$ cat src/temp_seq_regs.vh
// Constants of the temperature sequencer and event-timing controller.
// Assumes a 10 MHz core clock; times below are given in us or ms and scaled to core clock cycles.
//
// Function
// - Port-select field picks which temperature ports run and their order.
// - Select 11b gives one evaluation and one real run on all four ports.
// - Zero to seven dummy preamble runs go through the emulation resistor first.
// - Each selected port gets a coarse evaluation run before its real run.
// - Port-cycle field sets spacing between starts of successive port runs.
// - Charge pin charges the capacitor; each port is timed by its RC discharge.
// - At the end, results are written and temp-done flag set; interrupt raised if per-command bit set or sequence ends.
// - A time below 8 us writes 0000h as a shorted probe.
// - No discharge within 2 us past the interval: FFFFh, timeout flag, interrupt.
// - Any other temperature failure writes FFFFh to every port result.
// - Three automatic commands: repeat difference, repeat temperature, repeat both.
// - Continuous bit restarts the sequence until halt; else one sequence only.
// - Per-command bit set: interrupt per command; clear: only at sequence end and on a discharge timeout.
// - Errors never stop an automatic sequence; each is handled as usual.
// - Calibration runs inside automatic sequences when its configuration asks.
// - Only error-free flight measurements advance the flight cycle counter.
// - Spread register holds maximum minus minimum of valid flight results.
// - Temperature cycle counter advances after each error-free temperature run.
// - Failed temperature runs are kept out of the temperature averages.
// - Each error-free flight cycle writes upstream minus downstream and updates its average.
// - Rate multiplier, rate field and count field set flight rate and count.
// - After the difference average updates at sequence end: flag and interrupt.
// - Interrupt stays asserted until the host reads the interrupt status.
`ifndef TEMP_SEQ_REGS_VH
`define TEMP_SEQ_REGS_VH

`define MCLK_MHZ 10
// Capacitor charge time before each discharge
`define CHARGE_US 4
`define CHARGE_CYC (`CHARGE_US * `MCLK_MHZ)
`define SHORT_US 8
`define SHORT_CYC (`SHORT_US * `MCLK_MHZ)
`define OPEN_US 2
`define OPEN_CYC (`OPEN_US * `MCLK_MHZ)
// Port-cycle interval choices
`define PORT_CYC0_US 128
`define PORT_CYC1_US 256
`define PORT_CYC2_US 384
`define PORT_CYC3_US 512
`define PORT_CYC0 (`PORT_CYC0_US * `MCLK_MHZ)
`define PORT_CYC1 (`PORT_CYC1_US * `MCLK_MHZ)
`define PORT_CYC2 (`PORT_CYC2_US * `MCLK_MHZ)
`define PORT_CYC3 (`PORT_CYC3_US * `MCLK_MHZ)
// Base repetition period of automatic commands
`define RATE_BASE_MS 500
`define RATE_BASE_CYC (`RATE_BASE_MS * `MCLK_MHZ * 1000)
// Result codes
`define RES_SHORT 16'h0000
`define RES_OPEN 16'hffff
`define DIFF_ERR 32'h7fffffff
// Calibration configuration bits
`define CAL_TOF_BIT 0
`define CAL_TEMP_BIT 1

`endif

$ cat src/pin_filter.v
// Three-stage input synchroniser for a pin from outside the clock domain.
// Output changes only when the second and third stages agree.
`timescale 1ns/1ns
module pin_filter (
    // Clock and reset
    input wire mclk,
    input wire rst,
    // Pin and filtered level
    input wire pin,
    output reg level
);

reg s1;
reg s2;
reg s3;

always @(posedge mclk) begin
    if (rst) begin
        s1 <= 1'b0;
        s2 <= 1'b0;
        s3 <= 1'b0;
        level <= 1'b0;
    end else begin
        s1 <= pin;
        s2 <= s1;
        s3 <= s2;
        if (s2 == s3) begin
            level <= s3;
        end
    end
end

endmodule

$ cat src/temp_sequencer.v
// Temperature port sequencer and event-timing controller.
// The flight-time engine and calibrator sit outside and answer start pulses;
// the temperature comparator arrives as an asynchronous pin.
`timescale 1ns/1ns
`include "temp_seq_regs.vh"
module temp_sequencer #(
    parameter [31:0] RATE_BASE_CYCLES = `RATE_BASE_CYC
) (
    // Clock and reset
    input wire mclk,
    input wire rst,
    // Commands, one-cycle pulses
    input wire auto_tof_cmd,
    input wire auto_temp_cmd,
    input wire auto_both_cmd,
    input wire halt_cmd,
    input wire irq_status_read,
    // Configuration
    input wire [1:0] port_select,
    input wire [2:0] dummy_cycle_count,
    input wire [1:0] port_cycle_interval,
    input wire continuous_sequence,
    input wire per_command_irq,
    input wire irq_enable,
    input wire rate_multiplier,
    input wire [3:0] diff_rate_field,
    input wire [4:0] diff_count_field,
    input wire [3:0] temp_rate_field,
    input wire [4:0] temp_count_field,
    input wire [1:0] cal_config,
    // Temperature front end
    input wire temp_comparator,
    output reg cap_charge_pin,
    output reg [3:0] port_enable,
    output reg emul_enable,
    // Flight-time engine and calibrator
    output reg tof_start,
    input wire tof_done,
    input wire tof_error,
    input wire [31:0] upstream_average,
    input wire [31:0] downstream_average,
    output reg cal_start,
    input wire cal_done,
    // Results
    output wire [63:0] port_time_integer,
    output wire [63:0] port_time_fraction,
    output wire [63:0] temp_average_result,
    output reg [31:0] flight_difference,
    output reg [31:0] difference_running_average,
    output reg [31:0] tof_spread,
    output reg [7:0] tof_valid_counter,
    output reg [7:0] temp_cycle_counter,
    // Status and interrupt
    output reg temp_done_flag,
    output reg timeout_flag,
    output reg tof_sequence_done_flag,
    output reg temp_seq_done_flag,
    output reg sequence_running,
    output reg irq_n,
    output reg irq_drive_n
);

localparam S_IDLE = 3'd0;
localparam S_CAL = 3'd1;
localparam S_TOF = 3'd2;
localparam S_CHG = 3'd3;
localparam S_DIS = 3'd4;
localparam S_GAP = 3'd5;
localparam S_TFIN = 3'd6;
localparam [12:0] CHG = `CHARGE_CYC;
////////////////////////////////////////

wire comp_high;

pin_filter comp_sync (
    .mclk(mclk),
    .rst(rst),
    .pin(temp_comparator),
    .level(comp_high)
);

reg [2:0] state;
reg [1:0] mode;
reg cal_for_temp;
reg [31:0] tof_tmr;
reg [31:0] temp_tmr;
reg [5:0] tof_left;
reg [5:0] temp_left;
reg tof_pend;
reg temp_pend;
reg [3:0] step;
reg [12:0] tcnt;
reg t_err;
reg t_fault;
reg tfin;
reg t_bad;
reg ev_irq;
reg irq_pending;
reg [15:0] pend [0:3];
reg signed [31:0] tof_min;
reg signed [31:0] tof_max;

// Port order for each port-select setting
function [1:0] port_at;
    input [1:0] sel;
    input [1:0] k;
    begin
        case (sel)
            2'b00: port_at = k;
            2'b01: port_at = k + 2'd2;
            2'b10: port_at = {k[0], k[1]};
            default: port_at = k;
        endcase
    end
endfunction

////////////////////////////////////////

reg [31:0] ivl;
always @* begin
    case (port_cycle_interval)
        2'b00: ivl = `PORT_CYC0;
        2'b01: ivl = `PORT_CYC1;
        2'b10: ivl = `PORT_CYC2;
        default: ivl = `PORT_CYC3;
    endcase
end

wire [31:0] base = rate_multiplier ? (RATE_BASE_CYCLES >> 3) : RATE_BASE_CYCLES;
wire [63:0] tof_prod = ({28'h0, diff_rate_field} + 32'h1) * base;
wire [63:0] temp_prod = ({28'h0, temp_rate_field} + 32'h1) * base;
wire [31:0] tof_period = tof_prod[31:0];
wire [31:0] temp_period = temp_prod[31:0];

wire dummy_step = step < {1'b0, dummy_cycle_count};
wire [3:0] k = step - {1'b0, dummy_cycle_count};
wire real_step = !dummy_step && k[0];
wire [1:0] pidx = port_at(port_select, k[2:1]);
wire [3:0] last_step = {1'b0, dummy_cycle_count} + (port_select[1] ? 4'd8 : 4'd4) - 4'd1;
wire [12:0] meas = tcnt - CHG;
wire in_temp = state == S_CHG || state == S_DIS || state == S_GAP;

wire signed [31:0] diff = upstream_average - downstream_average;
wire signed [32:0] avg_d = {diff[31], diff} - {difference_running_average[31],
    difference_running_average};
wire signed [32:0] avg_n = {25'h0, tof_valid_counter} + 33'h1;
wire signed [32:0] avg_q = avg_d / avg_n;
wire first_valid = tof_valid_counter == 8'h0;
wire signed [31:0] new_min = (first_valid || diff < tof_min) ? diff : tof_min;
wire signed [31:0] new_max = (first_valid || diff > tof_max) ? diff : tof_max;
wire start_cmd = auto_tof_cmd | auto_temp_cmd | auto_both_cmd;
wire [1:0] start_mode = {auto_temp_cmd | auto_both_cmd, auto_tof_cmd | auto_both_cmd};

// Clears per-sequence state except the port temperature averages; bit 0 of run is flight, bit 1 temperature
task init_seq;
    input [1:0] run;
    begin
        tof_left <= run[0] ? {1'b0, diff_count_field} + 6'd1 : 6'd0;
        temp_left <= run[1] ? {1'b0, temp_count_field} + 6'd1 : 6'd0;
        tof_pend <= 1'b0;
        temp_pend <= 1'b0;
        tof_tmr <= 32'h0;
        temp_tmr <= 32'h0;
        tof_valid_counter <= 8'h0;
        temp_cycle_counter <= 8'h0;
        difference_running_average <= 32'h0;
        tof_spread <= 32'h0;
    end
endtask

////////////////////////////////////////

always @(posedge mclk) begin
    if (rst) begin
        state <= S_IDLE;
        mode <= 2'b00;
        cal_for_temp <= 1'b0;
        tof_tmr <= 32'h0;
        temp_tmr <= 32'h0;
        tof_left <= 6'h0;
        temp_left <= 6'h0;
        tof_pend <= 1'b0;
        temp_pend <= 1'b0;
        step <= 4'h0;
        tcnt <= 13'h0;
        t_err <= 1'b0;
        t_fault <= 1'b0;
        tfin <= 1'b0;
        t_bad <= 1'b0;
        ev_irq <= 1'b0;
        tof_min <= 32'h0;
        tof_max <= 32'h0;
        cap_charge_pin <= 1'b0;
        port_enable <= 4'h0;
        emul_enable <= 1'b0;
        tof_start <= 1'b0;
        cal_start <= 1'b0;
        flight_difference <= 32'h0;
        difference_running_average <= 32'h0;
        tof_spread <= 32'h0;
        tof_valid_counter <= 8'h0;
        temp_cycle_counter <= 8'h0;
        temp_done_flag <= 1'b0;
        timeout_flag <= 1'b0;
        tof_sequence_done_flag <= 1'b0;
        temp_seq_done_flag <= 1'b0;
        sequence_running <= 1'b0;
        pend[0] <= 16'h0;
        pend[1] <= 16'h0;
        pend[2] <= 16'h0;
        pend[3] <= 16'h0;
    end else begin
        tof_start <= 1'b0;
        cal_start <= 1'b0;
        ev_irq <= 1'b0;
        tfin <= 1'b0;
        // Status read first, so an event in the same cycle still sets its flag
        if (irq_status_read) begin
            temp_done_flag <= 1'b0;
            timeout_flag <= 1'b0;
            tof_sequence_done_flag <= 1'b0;
            temp_seq_done_flag <= 1'b0;
        end
        port_enable <= (in_temp && !dummy_step) ? (4'h1 << pidx) : 4'h0;
        emul_enable <= in_temp && dummy_step;
        if (tof_tmr != 32'h0) begin
            tof_tmr <= tof_tmr - 32'h1;
        end
        if (temp_tmr != 32'h0) begin
            temp_tmr <= temp_tmr - 32'h1;
        end
        if (tof_tmr == 32'h0 && tof_left != 6'h0) begin
            tof_pend <= 1'b1;
        end
        if (temp_tmr == 32'h0 && temp_left != 6'h0) begin
            temp_pend <= 1'b1;
        end
        if (start_cmd) begin
            mode <= start_mode;
            sequence_running <= 1'b1;
            init_seq(start_mode);
            state <= S_IDLE;
            cap_charge_pin <= 1'b0;
        end else if (halt_cmd) begin
            sequence_running <= 1'b0;
            tof_left <= 6'h0;
            temp_left <= 6'h0;
            tof_pend <= 1'b0;
            temp_pend <= 1'b0;
            state <= S_IDLE;
            cap_charge_pin <= 1'b0;
        end else begin
            case (state)
                S_IDLE: begin
                    // Flight difference wins when both are due
                    if (sequence_running && tof_pend) begin
                        tof_pend <= 1'b0;
                        tof_left <= tof_left - 6'd1;
                        tof_tmr <= tof_period;
                        cal_for_temp <= 1'b0;
                        if (cal_config[`CAL_TOF_BIT]) begin
                            cal_start <= 1'b1;
                            state <= S_CAL;
                        end else begin
                            tof_start <= 1'b1;
                            state <= S_TOF;
                        end
                    end else if (sequence_running && temp_pend) begin
                        temp_pend <= 1'b0;
                        temp_left <= temp_left - 6'd1;
                        temp_tmr <= temp_period;
                        cal_for_temp <= 1'b1;
                        step <= 4'h0;
                        tcnt <= 13'h0;
                        t_err <= 1'b0;
                        t_fault <= 1'b0;
                        if (cal_config[`CAL_TEMP_BIT]) begin
                            cal_start <= 1'b1;
                            state <= S_CAL;
                        end else begin
                            cap_charge_pin <= 1'b1;
                            state <= S_CHG;
                        end
                    end else if (sequence_running && tof_left == 6'h0 &&
                            temp_left == 6'h0) begin
                        if (continuous_sequence) begin
                            init_seq(mode);
                        end else begin
                            sequence_running <= 1'b0;
                        end
                    end
                end
                S_CAL: begin
                    // A failed calibration keeps old coefficients and carries on
                    if (cal_done) begin
                        if (cal_for_temp) begin
                            cap_charge_pin <= 1'b1;
                            state <= S_CHG;
                        end else begin
                            tof_start <= 1'b1;
                            state <= S_TOF;
                        end
                    end
                end
                S_TOF: begin
                    if (tof_done) begin
                        if (tof_error) begin
                            flight_difference <= `DIFF_ERR;
                        end else begin
                            flight_difference <= diff;
                            tof_valid_counter <= tof_valid_counter + 8'h1;
                            difference_running_average <= difference_running_average +
                                avg_q[31:0];
                            tof_min <= new_min;
                            tof_max <= new_max;
                            tof_spread <= new_max - new_min;
                        end
                        if (per_command_irq) begin
                            ev_irq <= 1'b1;
                        end
                        if (tof_left == 6'h0) begin
                            tof_sequence_done_flag <= 1'b1;
                            ev_irq <= 1'b1;
                        end
                        state <= S_IDLE;
                    end
                end
                S_CHG: begin
                    tcnt <= tcnt + 13'h1;
                    if (tcnt == `CHARGE_CYC - 1) begin
                        cap_charge_pin <= 1'b0;
                        // A capacitor that never charged is a fault of the whole run
                        if (!comp_high) begin
                            t_fault <= 1'b1;
                            state <= S_GAP;
                        end else begin
                            state <= S_DIS;
                        end
                    end
                end
                S_DIS: begin
                    // Synchroniser latency adds a fixed few cycles to every time
                    tcnt <= tcnt + 13'h1;
                    if (!comp_high) begin
                        if (real_step) begin
                            pend[pidx] <= (meas < `SHORT_CYC) ? `RES_SHORT : {3'h0, meas};
                        end
                        if (real_step && meas < `SHORT_CYC) begin
                            t_err <= 1'b1;
                        end
                        state <= S_GAP;
                    end else if (tcnt == ivl + `OPEN_CYC) begin
                        if (real_step) begin
                            pend[pidx] <= `RES_OPEN;
                        end
                        t_err <= 1'b1;
                        timeout_flag <= 1'b1;
                        ev_irq <= 1'b1;
                        state <= S_GAP;
                    end
                end
                S_GAP: begin
                    tcnt <= tcnt + 13'h1;
                    if (tcnt >= ivl - 13'h1) begin
                        tcnt <= 13'h0;
                        if (step == last_step) begin
                            state <= S_TFIN;
                        end else begin
                            step <= step + 4'h1;
                            cap_charge_pin <= 1'b1;
                            state <= S_CHG;
                        end
                    end
                end
                S_TFIN: begin
                    tfin <= 1'b1;
                    t_bad <= t_err | t_fault;
                    temp_done_flag <= 1'b1;
                    if (!t_err && !t_fault) begin
                        temp_cycle_counter <= temp_cycle_counter + 8'h1;
                    end
                    if (per_command_irq) begin
                        ev_irq <= 1'b1;
                    end
                    if (temp_left == 6'h0) begin
                        temp_seq_done_flag <= 1'b1;
                        ev_irq <= 1'b1;
                    end
                    state <= S_IDLE;
                end
                default: state <= S_IDLE;
            endcase
        end
    end
end

////////////////////////////////////////

// Results and averages per port; fraction is coarse so it only carries codes
genvar g;
generate
    for (g = 0; g < 4; g = g + 1) begin : port_res
        reg [15:0] r_int;
        reg [15:0] r_frac;
        reg [15:0] r_avg;
        wire signed [17:0] d = {2'b00, pend[g]} - {2'b00, r_avg};
        wire signed [17:0] n = {10'h0, temp_cycle_counter} + 18'h1;
        wire signed [17:0] q = d / n;
        always @(posedge mclk) begin
            if (rst) begin
                r_int <= 16'h0;
                r_frac <= 16'h0;
                r_avg <= 16'h0;
            end else if (tfin) begin
                if (t_fault) begin
                    r_int <= `RES_OPEN;
                    r_frac <= `RES_OPEN;
                end else begin
                    r_int <= pend[g];
                    r_frac <= (pend[g] == `RES_OPEN) ? `RES_OPEN : 16'h0;
                end
                if (!t_bad) begin
                    r_avg <= r_avg + q[15:0];
                end
            end else if (state == S_IDLE && start_cmd) begin
                r_avg <= 16'h0;
            end
        end
        assign port_time_integer[16*g+:16] = r_int;
        assign port_time_fraction[16*g+:16] = r_frac;
        assign temp_average_result[16*g+:16] = r_avg;
    end
endgenerate

////////////////////////////////////////

// Pin is open drain, active low; released whenever interrupts are disabled
always @(posedge mclk) begin
    if (rst) begin
        irq_pending <= 1'b0;
        irq_n <= 1'b1;
        irq_drive_n <= 1'b1;
    end else begin
        irq_pending <= ev_irq | (irq_pending & ~irq_status_read);
        irq_n <= ~irq_pending;
        irq_drive_n <= ~(irq_pending & irq_enable);
    end
end

endmodule

$ cat config.mk
export PLATFORM = sky130hd
export DESIGN_NAME = temp_sequencer
export DESIGN_NICKNAME = d
export VERILOG_FILES = /design/src/pin_filter.v /design/src/temp_sequencer.v
export VERILOG_INCLUDE_DIRS = /design/src
export SDC_FILE = /design/constraint.sdc
export NUM_CORES = 2
export LEC_CHECK = 0
export ABC_AREA = 1
export BUFFER_PORTS_ARGS = -buffer_cell sky130_fd_sc_hd__buf_2
export CAP_MARGIN = 20
export CELL_PAD_IN_SITES_DETAIL_PLACEMENT = 0
export CELL_PAD_IN_SITES_GLOBAL_PLACEMENT = 1
export CORE_AREA = 4 4 447 449
export CTS_BUF_LIST = sky130_fd_sc_hd__clkbuf_16
export CTS_CLUSTER_DIAMETER = 200
export DETAILED_ROUTE_END_ITERATION = 8
export DIE_AREA = 0 0 451 453
export PLACE_DENSITY = 0.87
export SLEW_MARGIN = 0
export SYNTH_ARGS = -nofsm -noshare
export SYNTH_HDL_FRONTEND = slang
export SYNTH_SLANG_ARGS = --single-unit
$ cat constraint.sdc
create_clock -name mclk -period 100 [get_ports mclk]
set_clock_uncertainty 0.05 [all_clocks]
set_input_delay 5 -clock mclk [delete_from_list [all_inputs] [get_ports mclk]]
set_output_delay 5 -clock mclk [all_outputs]
set_load 0.05 [all_outputs]
==> results.md <==
- The run finished with clean final reports.
- The startpoint of the most critical register-to-register path is difference_running_average[18]$_SDFFE_PP0P_.
- The global-route usage over all layers is 0.260.
- The placer's final routability congestion estimate is 0.941.
- The kind of critical path is primary input to flip-flop.
- Max-cap violations in this run came to 0.
- The worst setup path is launched from a primary input.
- The synthesized netlist contains 98 unique library cells.
- The clock tree from TritonCTS is built.
- The endpoint type of the worst setup path is a flip-flop.
- The top-level I/O count is 425.
- Dividing the final minimum period by the clock period gives 0.897.
- The die is 453 um tall.
- After the first detailed-routing iteration, the DRC count stood at 5741.
- The critical register-to-register path endpoint is difference_running_average[31]$_SDFFE_PP0P_.
- Yosys mapped a number of flops with a built-in enable equal to 56.
- The max-slew violation count is 0.
- In the synthesized netlist the async set-or-reset flop fraction comes to 0.
- The path class of the tightest hold or removal check is flip-flop to flip-flop.
- The library cell with the largest summed area after synthesis is sky130_fd_sc_hd__ha_1.
- The number of buffers created by CTS is 59.
- The post-detailed-placement cell area is 93900 sq um.
- In this run the remaining antenna-violating nets after routing total 0.
- The global-route wire length before repair is 439 mm.
- The final instance area is 96900 sq um.
- Setup violations remaining at the end of the flow were counted as 0.
- Wires add up to 279 mm.
- The maximum number of pins on one net before global-route repair is 93.
- The post-synthesis instance total is 14300.
- The TritonCTS sink count is 482.
- The worst-skew pair later-pin latency is 0.72 ns.
- The data arrival time of the critical path is 90.32 ns.
- The most frequent cell on the critical path is sky130_fd_sc_hd__nand2_1.
- The number of antenna violations at the first check in global routing is 7.
- The wire length per cell is 16.1 um.
- The initial utilization of the core area, before any placement, comes to 0.457.
- The share of post-route cells with drive strength above 1 is 0.110.
- The average via count per standard cell is 5.20.
- The region available for standard cell placement spans 196000 sq um.
- Detailed routing inserted a total of 89900 vias.
- The top-area cell type share of the netlist area is 0.172.
- In this run the horizontal extent of the chip is 451 um.
- During placement, the flow inserted port buffers numbering 424.
- For the pin with the worst max-slew slack, the measured transition is 1.11 ns.
- The max-slew headroom at the worst pin is 0.258.
- The clock tree root driver cell is sky130_fd_sc_hd__clkbuf_16.
- The HPWL after detailed placement is 224 mm.
- The terminating pin of the worst hold path is irq_drive_n$_SDFF_PP1_.
- The total of hold buffers inserted after clock tree synthesis is 0.
- For this run, the leading register cell type out of synthesis is sky130_fd_sc_hd__dfxtp_1.
- The net count of the finished layout is 16000.
- During synthesis, Yosys emitted a total of 0 warnings.
- The worst reg-to-reg path cell count is 560.
- The peak per-stage delay on the critical path is 0.41 ns.
- Summed over all layers, the global routing overflow is 0.
- CTS built an H-tree with a depth of 2.
- In this run, synthesis produced a sequential element count of 482.
- The die covers 204000 sq um.
- The highest clock rate is 11.1 MHz.
- The clock passes through at most 3 buffers.
- The average cell area after synthesis is 6.28 sq um.
- The biggest fanout along the worst timing path is 29.
- Along the worst hold path, the cell count comes to 1.
- The detailed-routing iteration count for the pre-antenna-repair pass is 6.
- The worst hold path begins at irq_pending$_SDFF_PP0_.
- The sequential fraction of the synthesis area is 0.114.
- The growth of design area from synthesis to finish is 8.11%.
- For this run, design rule violations remaining after detail routing come to 0.
- The post-synthesis instance area is 89700 sq um.
- The critical path required time is 100.60 ns.
- The via count of the first global-routing pass is 81900.
- The count of final hold-check violations was 0.
- The cell with the largest stage delay on the worst path is sky130_fd_sc_hd__ha_1.
- The worst path needs 89.72 ns of the cycle, external delays included.
- Clock-pin slew was measured on the worst setup and hold paths at 0.07 ns.
- By area the synthesized netlist is led by sky130_fd_sc_hd__ha_1, sky130_fd_sc_hd__nand2_1, sky130_fd_sc_hd__dfxtp_1.
- The worst setup slack for register-to-register paths is 17.04 ns.
- The number of standard-cell rows in the floorplan is 163.
worst max-delay path by stage:
| stage | startpoint | to | cells past startpoint | slack (ns) |
|---|---|---|---|---|
| after floorplan | upstream_average[0] | difference_running_average[31]$_SDFFE_PP0P_ | 625 | 12.14 |
| after global placement | downstream_average[2] | difference_running_average[31]$_SDFFE_PP0P_ | 575 | 2.59 |
| after detailed placement | downstream_average[2] | difference_running_average[31]$_SDFFE_PP0P_ | 577 | 0.17 |
| after CTS | downstream_average[2] | difference_running_average[31]$_SDFFE_PP0P_ | 577 | 0.68 |
| after global routing | upstream_average[0] | difference_running_average[31]$_SDFFE_PP0P_ | 595 | -0.28 |
| final | upstream_average[0] | difference_running_average[31]$_SDFFE_PP0P_ | 590 | 10.28 |
cells by family after synthesis:
| group | after synthesis | share of synthesized area |
|---|---|---|
| xor gates and xnor gates | 961 | 0.0939 |
| adders and majority gates | 1281 | 0.183 |
| AOI/OAI and AO/OA | 2749 | 0.173 |
| buffers and inverters | 2682 | 0.123 |
| other | 1 | 0.0000418 |
| muxes | 6 | 0.000726 |
| and+or+nand+nor | 6105 | 0.313 |
| DFF | 482 | 0.114 |
per-stage QoR:
| stage | worst slack [ns] | instances | utilization | hold slack (ns) | setup TNS (ns) |
|---|---|---|---|---|---|
| 2_1_floorplan | 12.14 | 14300 | - | 0.332 | 0 |
| 3_3_place_gp | 2.59 | 17100 | 0.479 | 0.347 | 0 |
| 3_5_place_dp | 0.168 | 17100 | 0.479 | 0.353 | 0 |
| 4_1_cts | 0.679 | 17200 | 0.489 | 0.364 | 0 |
| 5_1_grt | -0.279 | 17300 | 0.494 | 0.387 | -0.279 |
| 6_report | 10.28 | 17300 | 0.494 | 0.362 | 0 |
Yosys cell counts (all sizes together) (127+ instances only):
library cell,instances
dfxtp,426
xnor2,315
nor2,1428
nand4,221
inv,2279
ha,1235
xor2,646
a21oi,1004
clkbuf,216
nand3,769
buf,127
nand2,3218
o21ai,1149
nor3,195
metal layers:
metal  vias up  share of wire  global-route usage
met5         -              0                   0
met4         0          0.037              0.0823
met2      1794           0.45               0.444
li1      47400              -                   -
met3       307          0.044              0.0182
met1     40400           0.47               0.350
critical path, delay by kind of cell:
kind	cells	cell delay, ns
fa+ha+maj	38	11.84
xor+xnor	2	0.42
simple gates	267	32.61
compound gates	174	30.10
buf+inv	109	10.12
placed cells by master (no fill, tap or decap), types with 62 or more instances in the layout:
| cell | synthesis | layout |
|---|---|---|
| sky130_fd_sc_hd__o21ai_1 | 49 | 64 |
| sky130_fd_sc_hd__nand2_1 | 2980 | 2973 |
| sky130_fd_sc_hd__nand4_1 | 212 | 212 |
| sky130_fd_sc_hd__o21bai_1 | 112 | 112 |
| sky130_fd_sc_hd__xnor2_1 | 315 | 314 |
| sky130_fd_sc_hd__a21o_1 | 120 | 120 |
| sky130_fd_sc_hd__inv_1 | 2198 | 2191 |
| sky130_fd_sc_hd__nor2_4 | 59 | 68 |
| sky130_fd_sc_hd__inv_2 | 77 | 81 |
| sky130_fd_sc_hd__xor2_1 | 646 | 640 |
| sky130_fd_sc_hd__clkbuf_16 | 0 | 62 |
| sky130_fd_sc_hd__buf_2 | 3 | 424 |
| sky130_fd_sc_hd__nand3_1 | 624 | 621 |
| sky130_fd_sc_hd__ha_1 | 1235 | 1235 |
| sky130_fd_sc_hd__or2_2 | 115 | 115 |
| sky130_fd_sc_hd__nor2_2 | 77 | 84 |
| sky130_fd_sc_hd__o21ai_0 | 1075 | 1060 |
| sky130_fd_sc_hd__buf_4 | 70 | 182 |
| sky130_fd_sc_hd__nand3_2 | 124 | 127 |
| sky130_fd_sc_hd__dfxtp_1 | 426 | 423 |
| sky130_fd_sc_hd__a21oi_1 | 995 | 977 |
| sky130_fd_sc_hd__nor3_1 | 184 | 184 |
| sky130_fd_sc_hd__nand2_2 | 190 | 192 |
| sky130_fd_sc_hd__nor2_1 | 1286 | 1275 |
cell type report:
type / count / area, sq um
Antenna cell: 2 / 5.00
Timing Repair inverter: 1 / 5.00
Fill cell: 20900 / 99300
Tap cell: 2640 / 3300
Timing Repair Buffer: 608 / 3520
Clock buffer: 62 / 1550
Sequential cell: 482 / 10200
Multi-Input combinational cell: 11100 / 69000
Inverter: 2338 / 8910
Clock inverter: 48 / 428
flip-flops by register name (all words and copies together) (netlist names), 13 cells and up:
| signal | flops |
|---|---|
| difference_running_average | 32 |
| temp_tmr | 32 |
| tof_max | 32 |
| port_res.r_avg | 64 |
| tcnt | 13 |
| port_res.r_int | 56 |
| flight_difference | 32 |
| tof_tmr | 32 |
| pend | 56 |
| tof_min | 32 |
| tof_spread | 32 |
what timing repair did:
action,CTS,global route
endpoints found under the hold margin,0,0
setup buffers,0,80
gates resized for setup,0,77
setup endpoints to repair,0,32
Power is left out: the tool's default activity adds up to more than one toggle a clock period on the data nets, which glitch-free logic cannot reach.
